`src/dbgcp_pkg.sv`:
```
// How it works
// - command byte first, replies high byte first
// - outside halt only a command subset runs
// - codes 00h/02h/03h read revision, status, counter
// - 04h loads bits 7:5 of next byte into control register
// - read protect: halt settable, never cleared
// - 05h returns the control register
// - 06h loads pc, dropped if blocked
// - 07h returns pc, or ffffh if blocked
// - 08h: address high, low, size, data; 0=256
// - register write outside halt changes nothing
// - read protect: only flash control registers written
// - 12h blocked reads and drops one byte
// - halt flag stops the processor fetching
// - breakpoint opcode with enable sets halt
// - breakpoint disabled runs as no-operation
// - reset bit restarts device, halted or running
// - clearing halt resumes program execution
// - runtime counter runs unhalted, saturates at ffffh
package dbgcp_pkg;

    // ------------------------------------------------------------
    // command codes
    // ------------------------------------------------------------
    localparam logic [7:0] CMD_READ_REV   = 8'h00;
    localparam logic [7:0] CMD_RESERVED   = 8'h01;
    localparam logic [7:0] CMD_READ_STAT  = 8'h02;
    localparam logic [7:0] CMD_READ_RTC   = 8'h03;
    localparam logic [7:0] CMD_WRITE_CTL  = 8'h04;
    localparam logic [7:0] CMD_READ_CTL   = 8'h05;
    localparam logic [7:0] CMD_WRITE_PC   = 8'h06;
    localparam logic [7:0] CMD_READ_PC    = 8'h07;
    localparam logic [7:0] CMD_WRITE_REG  = 8'h08;
    localparam logic [7:0] CMD_EXEC_OP    = 8'h12;

    // ------------------------------------------------------------
    // debug control register fields
    // ------------------------------------------------------------
    localparam int         CTL_HALT_BIT   = 7;
    localparam int         CTL_BREAKPOINT_ENABLE_BIT  = 6;
    localparam int         CTL_ACK_BIT    = 5;
    localparam int         CTL_RST_BIT    = 0;
    localparam logic [7:0] CTL_RESET      = 8'h00;
    localparam logic [7:0] CTL_STORE_MASK = 8'he0;

    // ------------------------------------------------------------
    // status register fields
    // ------------------------------------------------------------
    localparam int         STAT_HALT_BIT  = 7;
    localparam int         STAT_RP_BIT    = 6;

    // ------------------------------------------------------------
    // values and counts
    // ------------------------------------------------------------
    localparam logic [15:0] REVISION      = 16'h0a01; // arbitrary value
    localparam logic [15:0] PC_BLOCKED    = 16'hffff;
    localparam logic [15:0] RTC_MAX       = 16'hffff;
    localparam logic [15:0] RTC_RESET     = 16'h0000;
    localparam logic [8:0]  SIZE_ZERO_LEN = 9'h100;
    localparam logic [11:0] FLASH_CTL_LO  = 12'hff8;
    localparam logic [11:0] FLASH_CTL_HI  = 12'hfff;

    typedef enum logic [1:0] {
        ST_IDLE = 2'b00,
        ST_OPER = 2'b01,
        ST_SEND = 2'b10,
        ST_DATA = 2'b11
    } dbgcp_state_e;

endpackage

```
`src/dbgcp_runtime_counter.sv`:
```
`timescale 1ns/1ps
module dbgcp_runtime_counter (
    input  wire logic        clock,
    input  wire logic        srst,
    input  wire logic        run,
    output logic [15:0]      count_q
);

    typedef struct packed {
        logic        run_prev;
        logic [15:0] count;
    } dbgcp_rtc_s;

    dbgcp_rtc_s s_q;
    dbgcp_rtc_s s_d;

    // ------------------------------------------------------------
    // count between halts
    // ------------------------------------------------------------
    always_comb begin
        s_d          = s_q;
        s_d.run_prev = run;
        if (run && !s_q.run_prev) begin
            s_d.count = dbgcp_pkg::RTC_RESET;
        end else if (run && s_q.count != dbgcp_pkg::RTC_MAX) begin
            s_d.count = s_q.count + 16'h0001;
        end
    end

    always_ff @(posedge clock) begin
        if (srst) begin
            s_q <= '{run_prev: 1'b0, count: dbgcp_pkg::RTC_RESET};
        end else begin
            s_q <= s_d;
        end
    end

    assign count_q = s_q.count;

endmodule

```
`src/dbgcp_command_port.sv`:
```
`timescale 1ns/1ps
module dbgcp_command_port (
    input  wire logic        clock,
    input  wire logic        srst,
    // byte stream from debug serial pin framer
    input  wire logic        rx_valid,
    input  wire logic [7:0]  rx_data,
    // byte stream toward framer
    input  wire logic        tx_ready,
    output logic             tx_valid,
    output logic [7:0]       tx_data,
    // option and processor side
    input  wire logic        read_protect_option,
    input  wire logic [15:0] pc_value,
    input  wire logic        brk_decoded,
    input  wire logic [2:0]  opcode_len,
    output logic             halt_flag,
    output logic             cpu_reset,
    output logic             pc_wr,
    output logic [15:0]      pc_wdata,
    output logic             reg_wr,
    output logic [11:0]      reg_addr,
    output logic [7:0]       reg_wdata,
    output logic             exec_valid,
    output logic [7:0]       exec_data,
    output logic [15:0]      runtime_count
);

    typedef struct packed {
        dbgcp_pkg::dbgcp_state_e st;
        logic [7:0]              cmd;
        logic [1:0]              idx;
        logic                    keep;
        logic [8:0]              left;
        logic [11:0]             addr;
        logic [7:0]              pc_hi;
        logic [15:0]             resp;
        logic [1:0]              nresp;
        logic [7:0]              ctl;
        logic                    tx_valid;
        logic [7:0]              tx_data;
        logic                    cpu_reset;
        logic                    pc_wr;
        logic [15:0]             pc_wdata;
        logic                    reg_wr;
        logic [11:0]             reg_addr;
        logic [7:0]              reg_wdata;
        logic                    exec_valid;
        logic [7:0]              exec_data;
    } dbgcp_state_s;

    dbgcp_state_s s_q;
    dbgcp_state_s s_d;

    logic         halted;
    logic         rp;
    logic [7:0]   status;
    logic [15:0]  rtc;
    logic [7:0]   ctl_new;
    logic         flash_ctl_hit;

    assign halted        = s_q.ctl[dbgcp_pkg::CTL_HALT_BIT];
    assign rp            = read_protect_option;
    assign flash_ctl_hit = (s_q.addr >= dbgcp_pkg::FLASH_CTL_LO) && (s_q.addr <= dbgcp_pkg::FLASH_CTL_HI);

    // ------------------------------------------------------------
    // status byte and control write value
    // ------------------------------------------------------------
    always_comb begin
        status                           = 8'h00;
        status[dbgcp_pkg::STAT_HALT_BIT] = halted;
        status[dbgcp_pkg::STAT_RP_BIT]   = rp;
    end

    always_comb begin
        ctl_new = rx_data & dbgcp_pkg::CTL_STORE_MASK;
        if (rp && halted) begin
            ctl_new[dbgcp_pkg::CTL_HALT_BIT] = 1'b1;
        end
    end

    // ------------------------------------------------------------
    // runtime counter
    // ------------------------------------------------------------
    dbgcp_runtime_counter u_rtc (
        .clock   (clock),
        .srst    (srst),
        .run     (!halted),
        .count_q (rtc)
    );

    // ------------------------------------------------------------
    // command interpreter
    // ------------------------------------------------------------
    always_comb begin
        s_d            = s_q;
        s_d.tx_valid   = 1'b0;
        s_d.cpu_reset  = 1'b0;
        s_d.pc_wr      = 1'b0;
        s_d.reg_wr     = 1'b0;
        s_d.exec_valid = 1'b0;

        case (s_q.st)
            dbgcp_pkg::ST_IDLE: begin
                if (rx_valid) begin
                    s_d.cmd  = rx_data;
                    s_d.idx  = 2'b00;
                    s_d.keep = 1'b0;
                    case (rx_data)
                        dbgcp_pkg::CMD_READ_REV: begin
                            s_d.resp  = dbgcp_pkg::REVISION;
                            s_d.nresp = 2'd2;
                            s_d.st    = dbgcp_pkg::ST_SEND;
                        end
                        dbgcp_pkg::CMD_READ_STAT: begin
                            s_d.resp  = {status, 8'h00};
                            s_d.nresp = 2'd1;
                            s_d.st    = dbgcp_pkg::ST_SEND;
                        end
                        dbgcp_pkg::CMD_READ_RTC: begin
                            if (halted) begin
                                s_d.resp  = rtc;
                                s_d.nresp = 2'd2;
                                s_d.st    = dbgcp_pkg::ST_SEND;
                            end
                        end
                        dbgcp_pkg::CMD_WRITE_CTL: begin
                            s_d.st = dbgcp_pkg::ST_OPER;
                        end
                        dbgcp_pkg::CMD_READ_CTL: begin
                            s_d.resp  = {s_q.ctl, 8'h00};
                            s_d.nresp = 2'd1;
                            s_d.st    = dbgcp_pkg::ST_SEND;
                        end
                        dbgcp_pkg::CMD_WRITE_PC: begin
                            s_d.keep = halted && !rp;
                            s_d.st   = dbgcp_pkg::ST_OPER;
                        end
                        dbgcp_pkg::CMD_READ_PC: begin
                            s_d.resp  = (halted && !rp) ? pc_value : dbgcp_pkg::PC_BLOCKED;
                            s_d.nresp = 2'd2;
                            s_d.st    = dbgcp_pkg::ST_SEND;
                        end
                        dbgcp_pkg::CMD_WRITE_REG: begin
                            s_d.keep = halted;
                            s_d.st   = dbgcp_pkg::ST_OPER;
                        end
                        dbgcp_pkg::CMD_EXEC_OP: begin
                            s_d.keep = halted && !rp;
                            s_d.st   = dbgcp_pkg::ST_OPER;
                        end
                        default: begin
                            s_d.st = dbgcp_pkg::ST_IDLE;
                        end
                    endcase
                end
            end

            dbgcp_pkg::ST_OPER: begin
                if (rx_valid) begin
                    s_d.idx = s_q.idx + 2'b01;
                    case (s_q.cmd)
                        dbgcp_pkg::CMD_WRITE_CTL: begin
                            s_d.ctl       = ctl_new;
                            s_d.cpu_reset = rx_data[dbgcp_pkg::CTL_RST_BIT];
                            s_d.st        = dbgcp_pkg::ST_IDLE;
                        end
                        dbgcp_pkg::CMD_WRITE_PC: begin
                            if (s_q.idx == 2'b00) begin
                                s_d.pc_hi = rx_data;
                            end else begin
                                s_d.pc_wr    = s_q.keep;
                                s_d.pc_wdata = {s_q.pc_hi, rx_data};
                                s_d.st       = dbgcp_pkg::ST_IDLE;
                            end
                        end
                        dbgcp_pkg::CMD_WRITE_REG: begin
                            case (s_q.idx)
                                2'b00: begin
                                    s_d.addr[11:8] = rx_data[3:0];
                                end
                                2'b01: begin
                                    s_d.addr[7:0] = rx_data;
                                end
                                default: begin
                                    s_d.left = (rx_data == 8'h00) ? dbgcp_pkg::SIZE_ZERO_LEN
                                                                   : {1'b0, rx_data};
                                    s_d.st   = dbgcp_pkg::ST_DATA;
                                end
                            endcase
                        end
                        default: begin
                            if (s_q.keep) begin
                                s_d.exec_valid = 1'b1;
                                s_d.exec_data  = rx_data;
                                s_d.left       = {6'h00, opcode_len} - 9'h001;
                                if (opcode_len > 3'd1) begin
                                    s_d.st = dbgcp_pkg::ST_DATA;
                                end else begin
                                    s_d.st = dbgcp_pkg::ST_IDLE;
                                end
                            end else begin
                                s_d.st = dbgcp_pkg::ST_IDLE;
                            end
                        end
                    endcase
                end
            end

            dbgcp_pkg::ST_DATA: begin
                if (rx_valid) begin
                    s_d.left = s_q.left - 9'h001;
                    if (s_q.left == 9'h001) begin
                        s_d.st = dbgcp_pkg::ST_IDLE;
                    end
                    if (s_q.cmd == dbgcp_pkg::CMD_WRITE_REG) begin
                        s_d.reg_wr    = s_q.keep && (!rp || flash_ctl_hit);
                        s_d.reg_addr  = s_q.addr;
                        s_d.reg_wdata = rx_data;
                        s_d.addr      = s_q.addr + 12'h001;
                    end else begin
                        s_d.exec_valid = 1'b1;
                        s_d.exec_data  = rx_data;
                    end
                end
            end

            dbgcp_pkg::ST_SEND: begin
                if (tx_ready && !s_q.tx_valid) begin
                    s_d.tx_valid = 1'b1;
                    s_d.tx_data  = s_q.resp[15:8];
                    s_d.resp     = {s_q.resp[7:0], 8'h00};
                    s_d.nresp    = s_q.nresp - 2'd1;
                    if (s_q.nresp == 2'd1) begin
                        s_d.st = dbgcp_pkg::ST_IDLE;
                    end
                end
            end

            default: begin
                s_d.st = dbgcp_pkg::ST_IDLE;
            end
        endcase

        // breakpoint sets halt; wins over a control write in the same cycle
        if (brk_decoded && s_q.ctl[dbgcp_pkg::CTL_BREAKPOINT_ENABLE_BIT]) begin
            s_d.ctl[dbgcp_pkg::CTL_HALT_BIT] = 1'b1;
        end
        // else the breakpoint opcode just retires as a no-operation
    end

    always_ff @(posedge clock) begin
        if (srst) begin
            s_q <= '{st: dbgcp_pkg::ST_IDLE, ctl: dbgcp_pkg::CTL_RESET, default: '0};
        end else begin
            s_q <= s_d;
        end
    end

    // ------------------------------------------------------------
    // outputs, all from flops
    // ------------------------------------------------------------
    assign halt_flag     = s_q.ctl[dbgcp_pkg::CTL_HALT_BIT];
    assign cpu_reset     = s_q.cpu_reset;
    assign tx_valid      = s_q.tx_valid;
    assign tx_data       = s_q.tx_data;
    assign pc_wr         = s_q.pc_wr;
    assign pc_wdata      = s_q.pc_wdata;
    assign reg_wr        = s_q.reg_wr;
    assign reg_addr      = s_q.reg_addr;
    assign reg_wdata     = s_q.reg_wdata;
    assign exec_valid    = s_q.exec_valid;
    assign exec_data     = s_q.exec_data;
    assign runtime_count = rtc;

endmodule

```
`config.mk`:
```
export PLATFORM = sky130hd
export DESIGN_NAME = dbgcp_command_port
export DESIGN_NICKNAME = d
export VERILOG_FILES = /design/src/dbgcp_pkg.sv /design/src/dbgcp_runtime_counter.sv /design/src/dbgcp_command_port.sv
export SDC_FILE = /design/constraint.sdc
export NUM_CORES = 1
export LEC_CHECK = 0
export ABC_AREA = 1
export BUFFER_PORTS_ARGS = -buffer_cell sky130_fd_sc_hd__buf_2
export CORE_MARGIN = 3
export CORE_UTILIZATION = 40
export CTS_BUF_LIST = sky130_fd_sc_hd__clkbuf_8
export DETAILED_ROUTE_END_ITERATION = 8
export GPL_ROUTABILITY_DRIVEN = 0
export GPL_TIMING_DRIVEN = 1
export PLACE_DENSITY = 0.69
export RECOVER_POWER = 50
export SLEW_MARGIN = 20
export SYNTH_ARGS = -nofsm -noshare
export SYNTH_HDL_FRONTEND = slang
export SYNTH_SLANG_ARGS = --single-unit
```
`constraint.sdc`:
```
create_clock -name clock -period 2.4 [get_ports clock]
set_input_delay 0.12 -clock clock [delete_from_list [all_inputs] [get_ports clock]]
set_output_delay 0.12 -clock clock [all_outputs]
set_load 0.02 [all_outputs]
```
## Word level (Yosys, flattened, before mapping)

Index checks and enable logic that the tools add are counted.

| cells by class | value |
|---|---|
| $add $sub $neg | 6 |
| $lt $le $gt $ge | 3 |
| eq/ne operators | 37 |
| muxes and demuxes | 48 |
| bitwise gates (word level) | 8 |
| reductions and logical operators | 47 |

Operators with widths:

| cell | number |
|---|---|
| $pmux W18 S5 | 1 |
| $mux W9 | 9 |
| $mux W18 | 3 |
| $eq A8 B3 Y1 const B | 6 |
| $mux W8 | 6 |
| $pmux W21 S2 | 1 |
| $pmux W18 S2 | 1 |
| $pmux W9 S2 | 2 |
| $mux W29 | 1 |
| $ne A2 B2 Y1 const B | 13 |
| $mux W12 | 2 |
| $reduce_and A6 Y1 | 4 |
| $mux W2 | 11 |
| $mux W21 | 1 |
| $add A16 B1 Y16 const B | 1 |
| $eq A8 B2 Y1 const B | 2 |
| $eq A8 B4 Y1 const B | 2 |
| $mux W16 | 1 |
| $ne A16 B16 Y1 const B | 1 |
| $reduce_or A4 Y1 | 4 |
| $mux W13 | 1 |
| $add A12 B1 Y12 const B | 1 |
| $ge A12 B12 Y1 const B | 1 |
| $le A12 B12 Y1 const B | 1 |
| other kinds (33) | 73 |

| word-level totals | value |
|---|---|
| bits in registers | 137 |
| input bits | 33 |
| output and inout bits | 74 |

## Logic depth before layout (Yosys ltp)

Gate-level depths: netlist of run 1.

| logic depth | value |
|---|---|
| word-level depth | 6 |
| gate-level depth with buffers | 14 |
| mapped depth without buffers | 12 |

## Hierarchy

From an unflattened synthesis of run 1, not the netlist that was laid out.

| second synthesis, totals | value |
|---|---|
| cells, all modules | 1189 |
| area total of the unflattened synthesis | 7803.7 um^2 |

By module, submodules not included:

| module | times used | cells each | area each (um^2) |
|---|---|---|---|
| dbgcp_command_port | 1 | 1018 | 6657.6 |
| dbgcp_runtime_counter | 1 | 171 | 1146.1 |

## Worst setup path before layout of run 1

OpenSTA, ideal clock, no wires.

| path | value |
|---|---|
| kind | flip-flop to flip-flop |
| from | register u_rtc.s_q (netlist bit u_rtc.count_q[0]) |
| to | register u_rtc.s_q (netlist bit u_rtc.count_q[13]) |
| setup time | 0.131 ns |
| arrival time | 1.481 ns |
| data required time | 2.269 ns |
| path slack | 0.788 ns |
| stages on the path, launching flop included | 10 |
| path buffers | 1 |
| period minus slack after synthesis | 1.612 ns |
| path through | dfxtp_1 -> ha_1 -> nand2_1 -> nor3_4 -> inv_2 -> nor2_4 -> a21oi_2 -> buf_2 -> nand2_1 -> a21oi_2 |

| between the ends | value |
|---|---|
| longest elaborated chain between the ends | 2 |

Ends and longest elaborated chain:

| item | RTL line | text |
|---|---|---|
| start: declaration | dbgcp_runtime_counter.sv:14 | `dbgcp_rtc_s s_q;` |
| start signal: assignment | dbgcp_runtime_counter.sv:32 | `s_q <= '{run_prev: 1'b0, count: dbgcp_pkg::RTC_RESET};` |
| branches (longest 2 deep; another with $add A16 B1 Y16) | -- |  |

Parallel ways; which one is timed is not known.
A chain may end at the register's enable or synchronous reset.

## Worst setup path in the final report of run 1

| path | value |
|---|---|
| from | register s_q[124] in the netlist's numbering |
| to | register s_q (netlist bit tx_data[3]) |

| between the ends | value |
|---|---|
| longest elaborated chain between the ends | 2 |

Ends and longest elaborated chain:

| item | RTL line | text |
|---|---|---|
| start: declaration | dbgcp_command_port.sv:52 | `dbgcp_state_s s_q;` |
| start signal: assignment | dbgcp_command_port.sv:254 | `s_q <= '{st: dbgcp_pkg::ST_IDLE, ctl: dbgcp_pkg::CTL_RESET, default: '0};` |
| start signal: assignment | dbgcp_command_port.sv:256 | `s_q <= s_d;` |
| $eq A2 B2 Y1 | dbgcp_command_port.sv:103 | `case (s_q.st)` |
| $reduce_and A2 Y1 (no source line) | -- |  |

Every way passes these cells.

==> out/qor.csv, run 1 <==
stage,metric,value,unit
route,drt wl/cell,14.2,µm
synthesis,Synth area leaders,"dfxtp_1 (37%), nand2_1 (11%), buf_4 (7.2%)",
grt,first-pass GRT wire length,30800,µm
timing,final setup vio count,0,
grt,largest net degree at the start of global routing,56,
route,antenna-violating nets left,0,
pwr,static leakage,0.00340,µW
grt,met3 usage,0.0504,
pwr,Max VDD drop,0.000403,V
worst_setup_path,Worst path depth,7,
floorplan,Die ar.,20200,µm²
clock_network,clock sink count,137,
worst_setup_path,startpoint types,flop,
synthesis,"area leader, netlist",dfxtp_1,
timing,Hold WS,18.0,ps
run,Max Cap Viol,0,
timing,fin crit share,0.818,
timing,RSZ-0062 raised after global routing,no,
place,Port Buf Inserts,106,
final_layout,area grow syn2layout,7.12,%
clock_network,CTS H-Tree Depth,4,
grt,met1 usage,0.259,
timing,Slew Limit Fails,0,
timing,hold violation total from the final report,0,
pwr,Flop pwr share,0.438,
grt,total grt overflow,0,
worst_setup_path,crit-path leading delay family,buffers and inverters,
floorplan,std cell rows,49,
worst_setup_path,critical path endpoint category,flop,
timing,minimum clock period,1960,ps
timing,Slew headroom,0.496,
clock_network,CTS Buffer Depth,2,
route,DRC viols,0,
floorplan,Initial Utilization,0.410,
final_layout,ANT cells,0,
grt,routing usage on met2,0.290,
timing,Setup TNS,0,ps
synthesis,yosys warns,0,
grt,vias in the first global route,6190,
timing,Max Clk Rate,509,MHz
grt,initial antenna violation count,0,
synthesis,Yosys top cell area share,0.370,
clock_network,clock root cell,clkbuf_8,
synthesis,Netlist cell types,42,
worst_setup_path,"Arr. time, crit path",2340,ps
pwr,total power,6050,µW
clock_network,post-CTS resize count,0,
route,WL final,19200,µm
synthesis,syn avg cell area,6.87,µm²
clock_network,clock slew seen by the registers of the worst setup and hold paths,80,ps
floorplan,IO Pins,107,
clock_network,worst-skew pair later-pin latency,450,ps
route,via count,6757,
synthesis,Post-Syn Nets,1123,
worst_setup_path,WP buf/inv,3,
place,HPWL after DPL,13700,µm
synthesis,mapped cell area,7420,µm²
route,DRT Pass-1 Iters,5,
synthesis,Mapped Cells,1079,
synthesis,Post-synth EDFFs,0,
synthesis,asr flop ratio synth,0,
synthesis,post-synthesis sequential area ratio,0.370,
pwr,Sw Ratio,0.335,
worst_setup_path,critical path type,reg2reg,
outcome,status,finished clean,
grt,busiest grt layer,met2,
worst_setup_path,Slowest Stage Delay on Critical Path,510,ps
route,initial DRC count,407,
worst_setup_path,worst-path maximum fanout,16,
worst_setup_path,R2R Path Start,s_q[124],
final_layout,Total Nets Final,1158,
synthesis,synthesis-stage register bit count,137,
pwr,combinational power share,0.232,
grt,Tot GR Track Use,0.189,
worst_setup_path,Worst R2R Setup Slack,440,ps
final_layout,share of post-route cells with drive strength above 1,0.102,
clock_network,TritonCTS clock tree,yes,
worst_setup_path,r2r worst-path depth,7,
clock_network,Post-CTS Setup Bufs,0,
route,Via density,4.98,
pwr,Clk pwr share,0.330,
timing,worst-margin pin slew,756,ps
worst_setup_path,reg2reg end,tx_data[3],
floorplan,die width,142,µm
floorplan,Die H,142,µm
pwr,switching power,2030,µW
pwr,Pwr Density,762,nW/µm²
clock_network,total CTS buffers,17,
floorplan,core area,18100,µm²
worst_setup_path,CP cell instances,inv_4 -> nor2_1 -> clkbuf_1 -> nand2_1 -> inv_1 -> o21ai_0 -> a21oi_1,
worst_setup_path,crit path launch,s_q[124],
pwr,internal power,4020,µW
synthesis,Post-synth top flop,dfxtp_1,
worst_setup_path,critical path capture point,tx_data[3],
worst_setup_path,WP data required,2770,ps
timing,Layout Skew,13.7,ps
worst_setup_path,crit path max-delay cell type,dfxtp_1,
min_path,WHS Path Cells,3,
min_path,worst min-delay path class,in2reg,
[through the flow]
step	worst slack, ps	instance area (µm²)	util	cells
after detailed placement	480	7600	0.420	1319
final	437	7950	0.439	1356
after floorplan	788	7420	-	1079
after global placement	542	7600	0.420	1319
after global routing	129	7950	0.439	1356
after CTS	463	8070	0.446	1356
[cell type report]
type / count / area [µm²]
Tap cell: 229 / 287
Clock inverter: 14 / 169
Clock buffer: 18 / 248
Sequential cell: 137 / 2740
Timing Repair Buffer: 125 / 586
Inverter: 113 / 427
Multi-Input combinational cell: 720 / 3490
Fill cell: 1926 / 10100
[synth_stat cells, types with 2 or more instances]
library cell	n
o21ai_1	11
o21ai_0	105
nor2_4	3
nor2_1	134
nand4_1	4
clkbuf_1	13
a211oi_1	11
buf_6	6
dfxtp_1	137
o21a_1	2
nand3b_1	2
nand2_4	3
ha_1	11
xnor2_1	3
nor3_1	8
or2_2	5
a21oi_1	99
nand2_1	216
nand3_2	2
xor2_1	14
nor2_2	8
o211ai_1	3
inv_1	101
buf_4	71
nand2_2	6
nand3_1	57
inv_2	10
a21oi_2	2
buf_2	16
buf_1	3
nor4_1	2
[flip-flops by register name (all words and copies together) (netlist names)]
| register | cells |
|---|---|
| tx_data | 8 |
| exec_data | 8 |
| cpu_reset | 1 |
| halt_flag | 1 |
| reg_wdata | 8 |
| pc_wr | 1 |
| exec_valid | 1 |
| u_rtc.count_q | 16 |
| reg_addr | 12 |
| pc_wdata | 16 |
| reg_wr | 1 |
| tx_valid | 1 |
| u_rtc.s_q | 1 |
| s_q | 62 |
[kinds of logic after synthesis]
family / Yosys count / synth area share
compound gates: 237 / 0.168
xor+xnor: 17 / 0.0201
fa+ha+maj: 11 / 0.0186
buf+inv: 222 / 0.157
flops: 137 / 0.370
simple gates: 455 / 0.266
[power by group through the flow]
stage          logic (µW)  registers (µW)  clock network, µW
5_1_grt              1630            2680               2160
3_5_place_dp         1420            2700                  0
2_1_floorplan        1190            2670                  0
6_report             1410            2650               2000
3_3_place_gp         1400            2690                  0
4_1_cts              1440            2650               2050
[metal layers]
metal,up-vias,routed length [µm]
met5,-,0
met4,0,406
met3,35,1330
met2,218,8390
met1,3034,9090
li1,3470,-
[worst min-delay path by stage]
stage                            from           end  slack, ps
after floorplan            rx_data[0]  exec_data[0]        250
after global placement    brk_decoded     halt_flag        400
after detailed placement  brk_decoded     halt_flag        410
after CTS                    rx_valid     cpu_reset         10
after global routing         rx_valid      s_q[114]          3
final                        rx_valid      s_q[114]         20
[worst reg2reg max path: cells and delay by family (launching register included)]
family | cells | cell delay (ps)
flops | 1 | 510
buf+inv | 3 | 800
simple gates | 2 | 320
compound gates | 2 | 260
[placed cells by master (no fill, tap or decap), drive strengths merged, types with 10 or more instances in the layout]
cell type | Yosys | final
a211oi | 12 | 12
a21oi | 101 | 101
buf | 96 | 44
clkbuf | 13 | 94
dfxtp | 137 | 137
ha | 11 | 11
inv | 112 | 119
nand2 | 225 | 225
nand3 | 59 | 59
nor2 | 146 | 146
nor3 | 10 | 10
o21ai | 116 | 116
xor2 | 14 | 14
[what timing repair did]
item,4_1_cts,5_1_grt
hold buffers,5,0
setup endpoints to repair,0,0
endpoints found under the hold margin,6,0
Power figures use the tool's default switching activity.
==> inputs of run 2 (changes only) <==
Settings changed: ABC_AREA 1 to 0.
Clock period 2.4 ns to 2 ns, I/O delays scaled along.
==> run 2 against run 1 <==
The run now ends with negative setup slack left; clock skew fell by 2.7 ps; cell area increased by 4.3%; area after synthesis down 2.9%; via count down 3.7%; sequential share of layout area is 1.4 points lower; wire length increased by 1.3%; fmax decreased by 2.4%; flip-flop and latch count is the same; first-iteration DRC count increased by 35%; cell count fell by 11%; global-route usage grew 0.40 points.
==> out/qor.csv, run 2 <==
stage,metric,value,unit,change
pwr,Sw Ratio,0.250,,was 0.335
route,Via density,5.41,,was 4.98
final_layout,Largest register FFs,62,,unchanged
synthesis,Synth top cells by count,"dfxtp_1 (137), nand2_1 (127), nor2_1 (95)",,"was nand2_1 (216), dfxtp_1 (137), nor2_1 (134)"
grt,largest net degree at the start of global routing,84,,was 56
floorplan,die width,140,µm,was 142 µm
worst_setup_path,CP cell instances,buf_6 -> or4_4 -> nor3_4 -> buf_6 -> a221o_2 -> buf_8 -> a211o_1 -> a21oi_1,,was inv_4 -> nor2_1 -> clkbuf_1 -> nand2_1 -> inv_1 -> o21ai_0 -> a21oi_1
timing,Layout Skew,10.9,ps,was 13.7 ps
final_layout,area grow syn2layout,15.0,%,was 7.12%
min_path,worst min-delay path class,in2reg,,unchanged
synthesis,cell with the most instances after synthesis,dfxtp_1,,was nand2_1
worst_setup_path,Worst path most repeated cell,buf_6,,
pwr,Pwr Density,722,nW/µm²,was 762 nW/µm²
pwr,switching power,1500,µW,was 2030 µW
floorplan,std cell rows,48,,was 49
final_layout,Total Nets Final,1009,,was 1158
clock_network,worst-skew pair later-pin latency,440,ps,was 450 ps
min_path,WHS Path Cells,4,,was 3
route,DRT Pass-1 Iters,6,,was 5
final_layout,"most common cell after layout, fill and taps aside",dfxtp_1,,was nand2_1
floorplan,Initial Utilization,0.412,,was 0.410
place,DP Worst Slack,-193,ps,was 480 ps
clock_network,total CTS buffers,17,,unchanged
route,via count,6509,,was 6757
route,WL final,19500,µm,was 19200 µm
timing,Slew Limit Fails,0,,unchanged
timing,Slew headroom,0.513,,was 0.496
pwr,internal power,4490,µW,was 4020 µW
timing,Max Clk Rate,497,MHz,was 509 MHz
worst_setup_path,Slowest Stage Delay on Critical Path,520,ps,was 510 ps
clock_network,TritonCTS clock tree,yes,,unchanged
synthesis,Post-Syn Nets,935,,was 1123
min_path,Worst Hold Path EP,s_q[103],,was s_q[114]
outcome,status,"complete, but fails checks",,was finished clean
timing,RSZ-0062 raised after global routing,yes,,was no
route,metal2 WL,9170,µm,was 8390 µm
route,Metal-1 WL,8620,µm,was 9090 µm
synthesis,Mapped Cells,891,,was 1079
pwr,Max VDD drop,0.000394,V,was 0.000403 V
final_layout,"commonest cells after routing, fill and taps aside","dfxtp_1 (135), nand2_1 (127), nor2_1 (95), a21oi_1 (72), buf_4 (67)",,"was nand2_1 (219), dfxtp_1 (137), nor2_1 (135), o21ai_0 (105), inv_1 (103)"
floorplan,IO Pins,107,,unchanged
synthesis,"area leader, netlist",dfxtp_1,,unchanged
worst_setup_path,reg2reg end,s_q[68],,was tx_data[3]
outcome,violated checks,negative setup slack,,
grt,Tot GR Track Use,0.193,,was 0.189
worst_setup_path,startpoint types,flop,,unchanged
synthesis,Synth area leaders,"dfxtp_1 (38%), buf_4 (7.4%), nand2_1 (6.6%)",,"was dfxtp_1 (37%), nand2_1 (11%), buf_4 (7.2%)"
route,met3 WL,1430,µm,was 1330 µm
final_layout,share of post-route cells with drive strength above 1,0.186,,was 0.102
worst_setup_path,"Arr. time, crit path",2320,ps,was 2340 ps
worst_setup_path,critical path endpoint category,flop,,unchanged
timing,fin worst setup slack,-10.9,ps,was 437 ps
worst_setup_path,critical path type,reg2reg,,unchanged
timing,hold violation total from the final report,0,,unchanged
timing,fin crit share,1.01,,was 0.818
run,Max Cap Viol,0,,unchanged
worst_setup_path,Worst R2R Setup Slack,-10,ps,was 440 ps
route,initial DRC count,548,,was 407
pwr,static leakage,0.00306,µW,was 0.00340 µW
clock_network,CTS H-Tree Depth,4,,unchanged
min_path,Worst Hold Launch,opcode_len[0],,was rx_valid
pwr,Clk pwr share,0.425,,was 0.330
synthesis,asr flop ratio synth,0,,unchanged
route,Top Layer Used,met4,,unchanged
synthesis,Post-synth top flop,dfxtp_1,,unchanged
synthesis,Netlist cell types,73,,was 42
grt,total grt overflow,0,,unchanged
floorplan,Die H,140,µm,was 142 µm
route,drt wl/cell,16.2,µm,was 14.2 µm
pwr,Flop pwr share,0.470,,was 0.438
clock_network,CTS Buffer Depth,2,,unchanged
final_layout,fin area,8290,µm²,was 7950 µm²
grt,first-pass GRT wire length,31100,µm,was 30800 µm
route,DRC viols,0,,unchanged
synthesis,post-synthesis sequential area ratio,0.381,,was 0.370
worst_setup_path,R2R Path Start,s_q[124],,unchanged
final_layout,Top reg by flops,s_q,,unchanged
final_layout,"Core Util, Final",0.474,,was 0.439
grt,vias in the first global route,6146,,was 6190
synthesis,yosys warns,0,,unchanged
worst_setup_path,crit path launch,s_q[124],,unchanged
clock_network,clock root cell,clkbuf_8,,unchanged
final_layout,ANT cells,0,,unchanged
worst_setup_path,r2r worst-path depth,8,,was 7
clock_network,clock sink count,137,,unchanged
place,HPWL after DPL,13900,µm,was 13700 µm
pwr,combinational power share,0.105,,was 0.232
synthesis,synthesis-stage register bit count,137,,unchanged
route,antenna-violating nets left,0,,unchanged
synthesis,syn avg cell area,8.08,µm²,was 6.87 µm²
clock_network,clock slew seen by the registers of the worst setup and hold paths,80,ps,about the same
grt,initial antenna violation count,0,,unchanged
place,total placed instance area,7810,µm²,was 7600 µm²
timing,Setup TNS,-18.6,ps,was 0 ps
worst_setup_path,crit path max-delay cell type,or4_4,,was dfxtp_1
synthesis,Yosys top cell area share,0.381,,was 0.370
synthesis,Post-synth EDFFs,0,,unchanged
synthesis,mapped cell area,7200,µm²,was 7420 µm²
timing,minimum clock period,2010,ps,was 1960 ps
floorplan,Die ar.,19700,µm²,was 20200 µm²
timing,worst-margin pin slew,730,ps,was 756 ps
worst_setup_path,worst-path maximum fanout,15,,was 16
place,Port Buf Inserts,106,,unchanged
timing,final setup vio count,3,,was 0
floorplan,core area,17500,µm²,was 18100 µm²
worst_setup_path,WP data required,2310,ps,was 2770 ps
[run 2: worst max path at each step]
| stage | endpoint | cells after the start |
|---|---|---|
| final | s_q[68] | 8 |
| after global routing | s_q[65] | 5 |
| after CTS | s_q[72] | 8 |
| after detailed placement | s_q[65] | 5 |
| after global placement | s_q[65] | 6 |
| after floorplan | s_q[111] | 8 |
[run 2: cell families (layout without fill, tap and decap cells)]
family / after synthesis / in the layout / synth area share
AND/OR/NAND/NOR: 348 / 348 / 0.234
AO/OA/AOI/OAI: 203 / 203 / 0.184
buffers and inverters: 145 / 232 / 0.118
flip-flops: 137 / 137 / 0.381
multiplexers: 37 / 37 / 0.0516
adder cells (fa/ha/maj): 11 / 11 / 0.0191
XOR/XNOR: 10 / 10 / 0.0122
[run 2: cell type report]
cell class | instances | area (µm²)
fillers | 1741 | 9190
multi-input cells | 609 | 3680
flip-flops and latches | 137 | 2750
repair buffers | 180 | 1060
well taps | 225 | 282
clock buffers | 17 | 234
clock inverters | 15 | 209
inverters | 20 | 75.1
[run 2: through the flow]
stage               hold WS (ps)  total power, µW  instances
floorplan                    276             3240        891
global placement             374             3460       1168
detailed placement           379             3460       1168
CTS                         19.1             6020       1202
global route                32.3             6240       1203
finish                      46.0             5980       1203
[run 2: worst max-delay path: cells and delay by family, from the launching register on]
| family | cells | cell delay [ps] |
|---|---|---|
| simple gates | 2 | 760 |
| buf+inv | 3 | 410 |
| compound gates | 3 | 360 |
| flops | 1 | 350 |
[run 2: metal layers]
| metal | up-vias | GRT usage |
|---|---|---|
| met3 | 18 | 0.0567 |
| met4 | 0 | 0.0484 |
| met2 | 206 | 0.316 |
| met1 | 3073 | 0.250 |
| met5 | - | 0 |
| li1 | 3212 | - |
[run 2: power groups by stage]
stage,logic [µW],registers [µW],clock network [µW]
floorplan,377,2860,0
global placement,589,2870,0
detailed placement,591,2870,0
CTS,604,2810,2600
global route,686,2820,2730
finish,627,2810,2540
[run 2: timing repair]
item                                   in CTS  in global routing
hold buffers                                1                  0
endpoints found under the hold margin       1                  0
pin swaps                                   0                  3
gates resized for setup                     7                 16
setup endpoints to repair                  37                 45
setup buffers                               1                  0
cloned                                      0                  1
==> inputs of run 3 (changes only) <==
Settings changed: PLACE_DENSITY 0.69 to 0.65.
==> run 3 against run 2 <==
The run now ends clean; combinational power decreased by 4.1%; first-iteration DRC count is 18% higher; cell count is 0.50% lower; power shrank 5.1%; register-to-register slack better by 100 ps; via count shrank 1.5%; core utilization fell by 1.0 points; sequential share of layout area grew 0.76 points; non-clock buffer count decreased by 6; fmax increased by 5.3%; clock power decreased by 11%; critical path type unchanged; critical endpoint is now s_q[111].
==> out/qor.csv, run 3 (synthesis results as in run 2) <==
stage,metric,value,unit,change
outcome,status,finished clean,,"was complete, but fails checks"
route,Via density,5.36,,was 5.41
timing,Slew Limit Fails,0,,unchanged
worst_setup_path,critical path type,reg2reg,,unchanged
clock_network,CTS H-Tree Depth,4,,unchanged
floorplan,Die ar.,19700,µm²,unchanged
pwr,static leakage,0.00288,µW,was 0.00306 µW
route,antenna-violating nets left,0,,unchanged
grt,Tot GR Track Use,0.196,,was 0.193
clock_network,TritonCTS clock tree,yes,,unchanged
worst_setup_path,CP cell instances,inv_1 -> ha_1 -> or2_2 -> and4_1 -> or2_4 -> o31ai_1 -> a21oi_1,,was buf_6 -> or4_4 -> nor3_4 -> buf_6 -> a221o_2 -> buf_8 -> a211o_1 -> a21oi_1
clock_network,clock root cell,clkbuf_8,,unchanged
grt,total grt overflow,0,,unchanged
clock_network,clock slew seen by the registers of the worst setup and hold paths,90,ps,was 80 ps
grt,vias in the first global route,5978,,was 6146
worst_setup_path,crit-path leading delay family,simple AND/OR/NAND/NOR gates,,unchanged
worst_setup_path,WP buf/inv,1,,was 3
floorplan,IO Pins,107,,unchanged
clock_network,worst-skew pair later-pin latency,460,ps,was 440 ps
worst_setup_path,critical path endpoint category,flop,,unchanged
final_layout,area grow syn2layout,12.6,%,was 15.0%
pwr,Pwr Density,700,nW/µm²,was 722 nW/µm²
clock_network,CTS Buffer Depth,2,,unchanged
timing,Max Clk Rate,524,MHz,was 497 MHz
floorplan,Initial Utilization,0.412,,unchanged
final_layout,Largest register FFs,62,,unchanged
floorplan,std cell rows,48,,unchanged
timing,worst-margin pin slew,655,ps,was 730 ps
pwr,Max VDD drop,0.000406,V,was 0.000394 V
place,total placed instance area,7740,µm²,was 7810 µm²
final_layout,"commonest cells after routing, fill and taps aside","dfxtp_1 (134), nand2_1 (127), nor2_1 (93), clkbuf_1 (78), a21oi_1 (72)",,"was dfxtp_1 (135), nand2_1 (127), nor2_1 (95), a21oi_1 (72), buf_4 (67)"
floorplan,Die H,140,µm,unchanged
timing,RSZ-0062 raised after global routing,yes,,unchanged
route,initial DRC count,644,,was 548
final_layout,share of post-route cells with drive strength above 1,0.158,,was 0.186
run,Max Cap Viol,0,,unchanged
timing,fin crit share,0.955,,was 1.01
timing,fin worst setup slack,89.9,ps,was -10.9 ps
worst_setup_path,crit path max-delay cell type,dfxtp_2,,was or4_4
final_layout,fin area,8110,µm²,was 8290 µm²
route,WL final,19500,µm,about the same
route,via count,6413,,was 6509
clock_network,total CTS buffers,17,,unchanged
min_path,worst min-delay path class,in2reg,,unchanged
final_layout,"most common cell after layout, fill and taps aside",dfxtp_1,,unchanged
route,DRT Pass-1 Iters,5,,was 6
timing,Setup TNS,0,ps,was -18.6 ps
timing,Layout Skew,13.3,ps,was 10.9 ps
route,DRC viols,0,,unchanged
clock_network,clock sink count,137,,unchanged
final_layout,Top reg by flops,s_q,,unchanged
place,DP Worst Slack,4.19,ps,was -193 ps
worst_setup_path,Worst R2R Setup Slack,90,ps,was -10 ps
grt,largest net degree at the start of global routing,61,,was 84
place,HPWL after DPL,13700,µm,was 13900 µm
timing,Slew headroom,0.563,,was 0.513
route,drt wl/cell,16.3,µm,was 16.2 µm
final_layout,Total Nets Final,1003,,was 1009
floorplan,die width,140,µm,unchanged
timing,minimum clock period,1910,ps,was 2010 ps
worst_setup_path,worst-path maximum fanout,8,,was 15
timing,hold violation total from the final report,0,,unchanged
floorplan,core area,17500,µm²,unchanged
pwr,total power,5680,µW,was 5980 µW
worst_setup_path,"Arr. time, crit path",2240,ps,was 2320 ps
grt,initial antenna violation count,0,,unchanged
worst_setup_path,WP data required,2330,ps,was 2310 ps
final_layout,ANT cells,0,,unchanged
grt,first-pass GRT wire length,31300,µm,was 31100 µm
place,Port Buf Inserts,106,,unchanged
worst_setup_path,Slowest Stage Delay on Critical Path,350,ps,was 520 ps
timing,final setup vio count,0,,was 3
worst_setup_path,startpoint types,flop,,unchanged
[run 3: stage by stage]
step	std cells	util	hold WS, ps
2_1_floorplan	891	-	276
3_3_place_gp	1159	0.443	390
3_5_place_dp	1159	0.443	387
4_1_cts	1194	0.467	3.81
5_1_grt	1197	0.464	4.55
6_report	1197	0.464	26.5
[run 3: metal layers]
| layer | part of all wire | up-vias | global-route usage |
|---|---|---|---|
| met4 | 0.019 | 0 | 0.0668 |
| li1 | - | 3209 | - |
| met5 | 0 | - | 0 |
| met3 | 0.062 | 32 | 0.0533 |
| met1 | 0.47 | 2972 | 0.271 |
| met2 | 0.45 | 200 | 0.296 |
[run 3: where the power goes]
part	total, µW	switching (µW)	internal (µW)
clock network	2270	1190	1070
registers	2810	40.0	2770
logic	601	377	223
[run 3: worst paths after layout]
path,startpoint,depth (start not counted),endpoint
max,s_q[113],7,s_q[111]
min,rx_valid,3,s_q[114]
max reg2reg,s_q[113],7,s_q[111]
min reg2reg,reg_wdata[6],2,reg_wdata[6]
[run 3: timing repair]
item                                    in CTS  in global routing
buffers inserted                             0                  3
hold endpoints to repair                     3                  0
pin swaps                                    0                  3
hold buffers                                 3                  0
resized for setup                            1                 15
endpoints found under the setup margin       5                 58
[run 3: layout make-up]
type                    count  area [µm²]
clock buffers              19         262
clock inverters            13         128
fillers                  1802        9370
inverters                  20        75.1
multi-input cells         609        3650
flip-flops and latches    137        2750
well taps                 225         282
repair buffers            174         968
[run 3: worst min-delay path, delay by kind of cell]
| family | cells | cell delay [ps] |
|---|---|---|
| buffers and inverters | 1 | 170 |
| AND/OR/NAND/NOR | 1 | 110 |
| AO/OA/AOI/OAI | 1 | 60 |
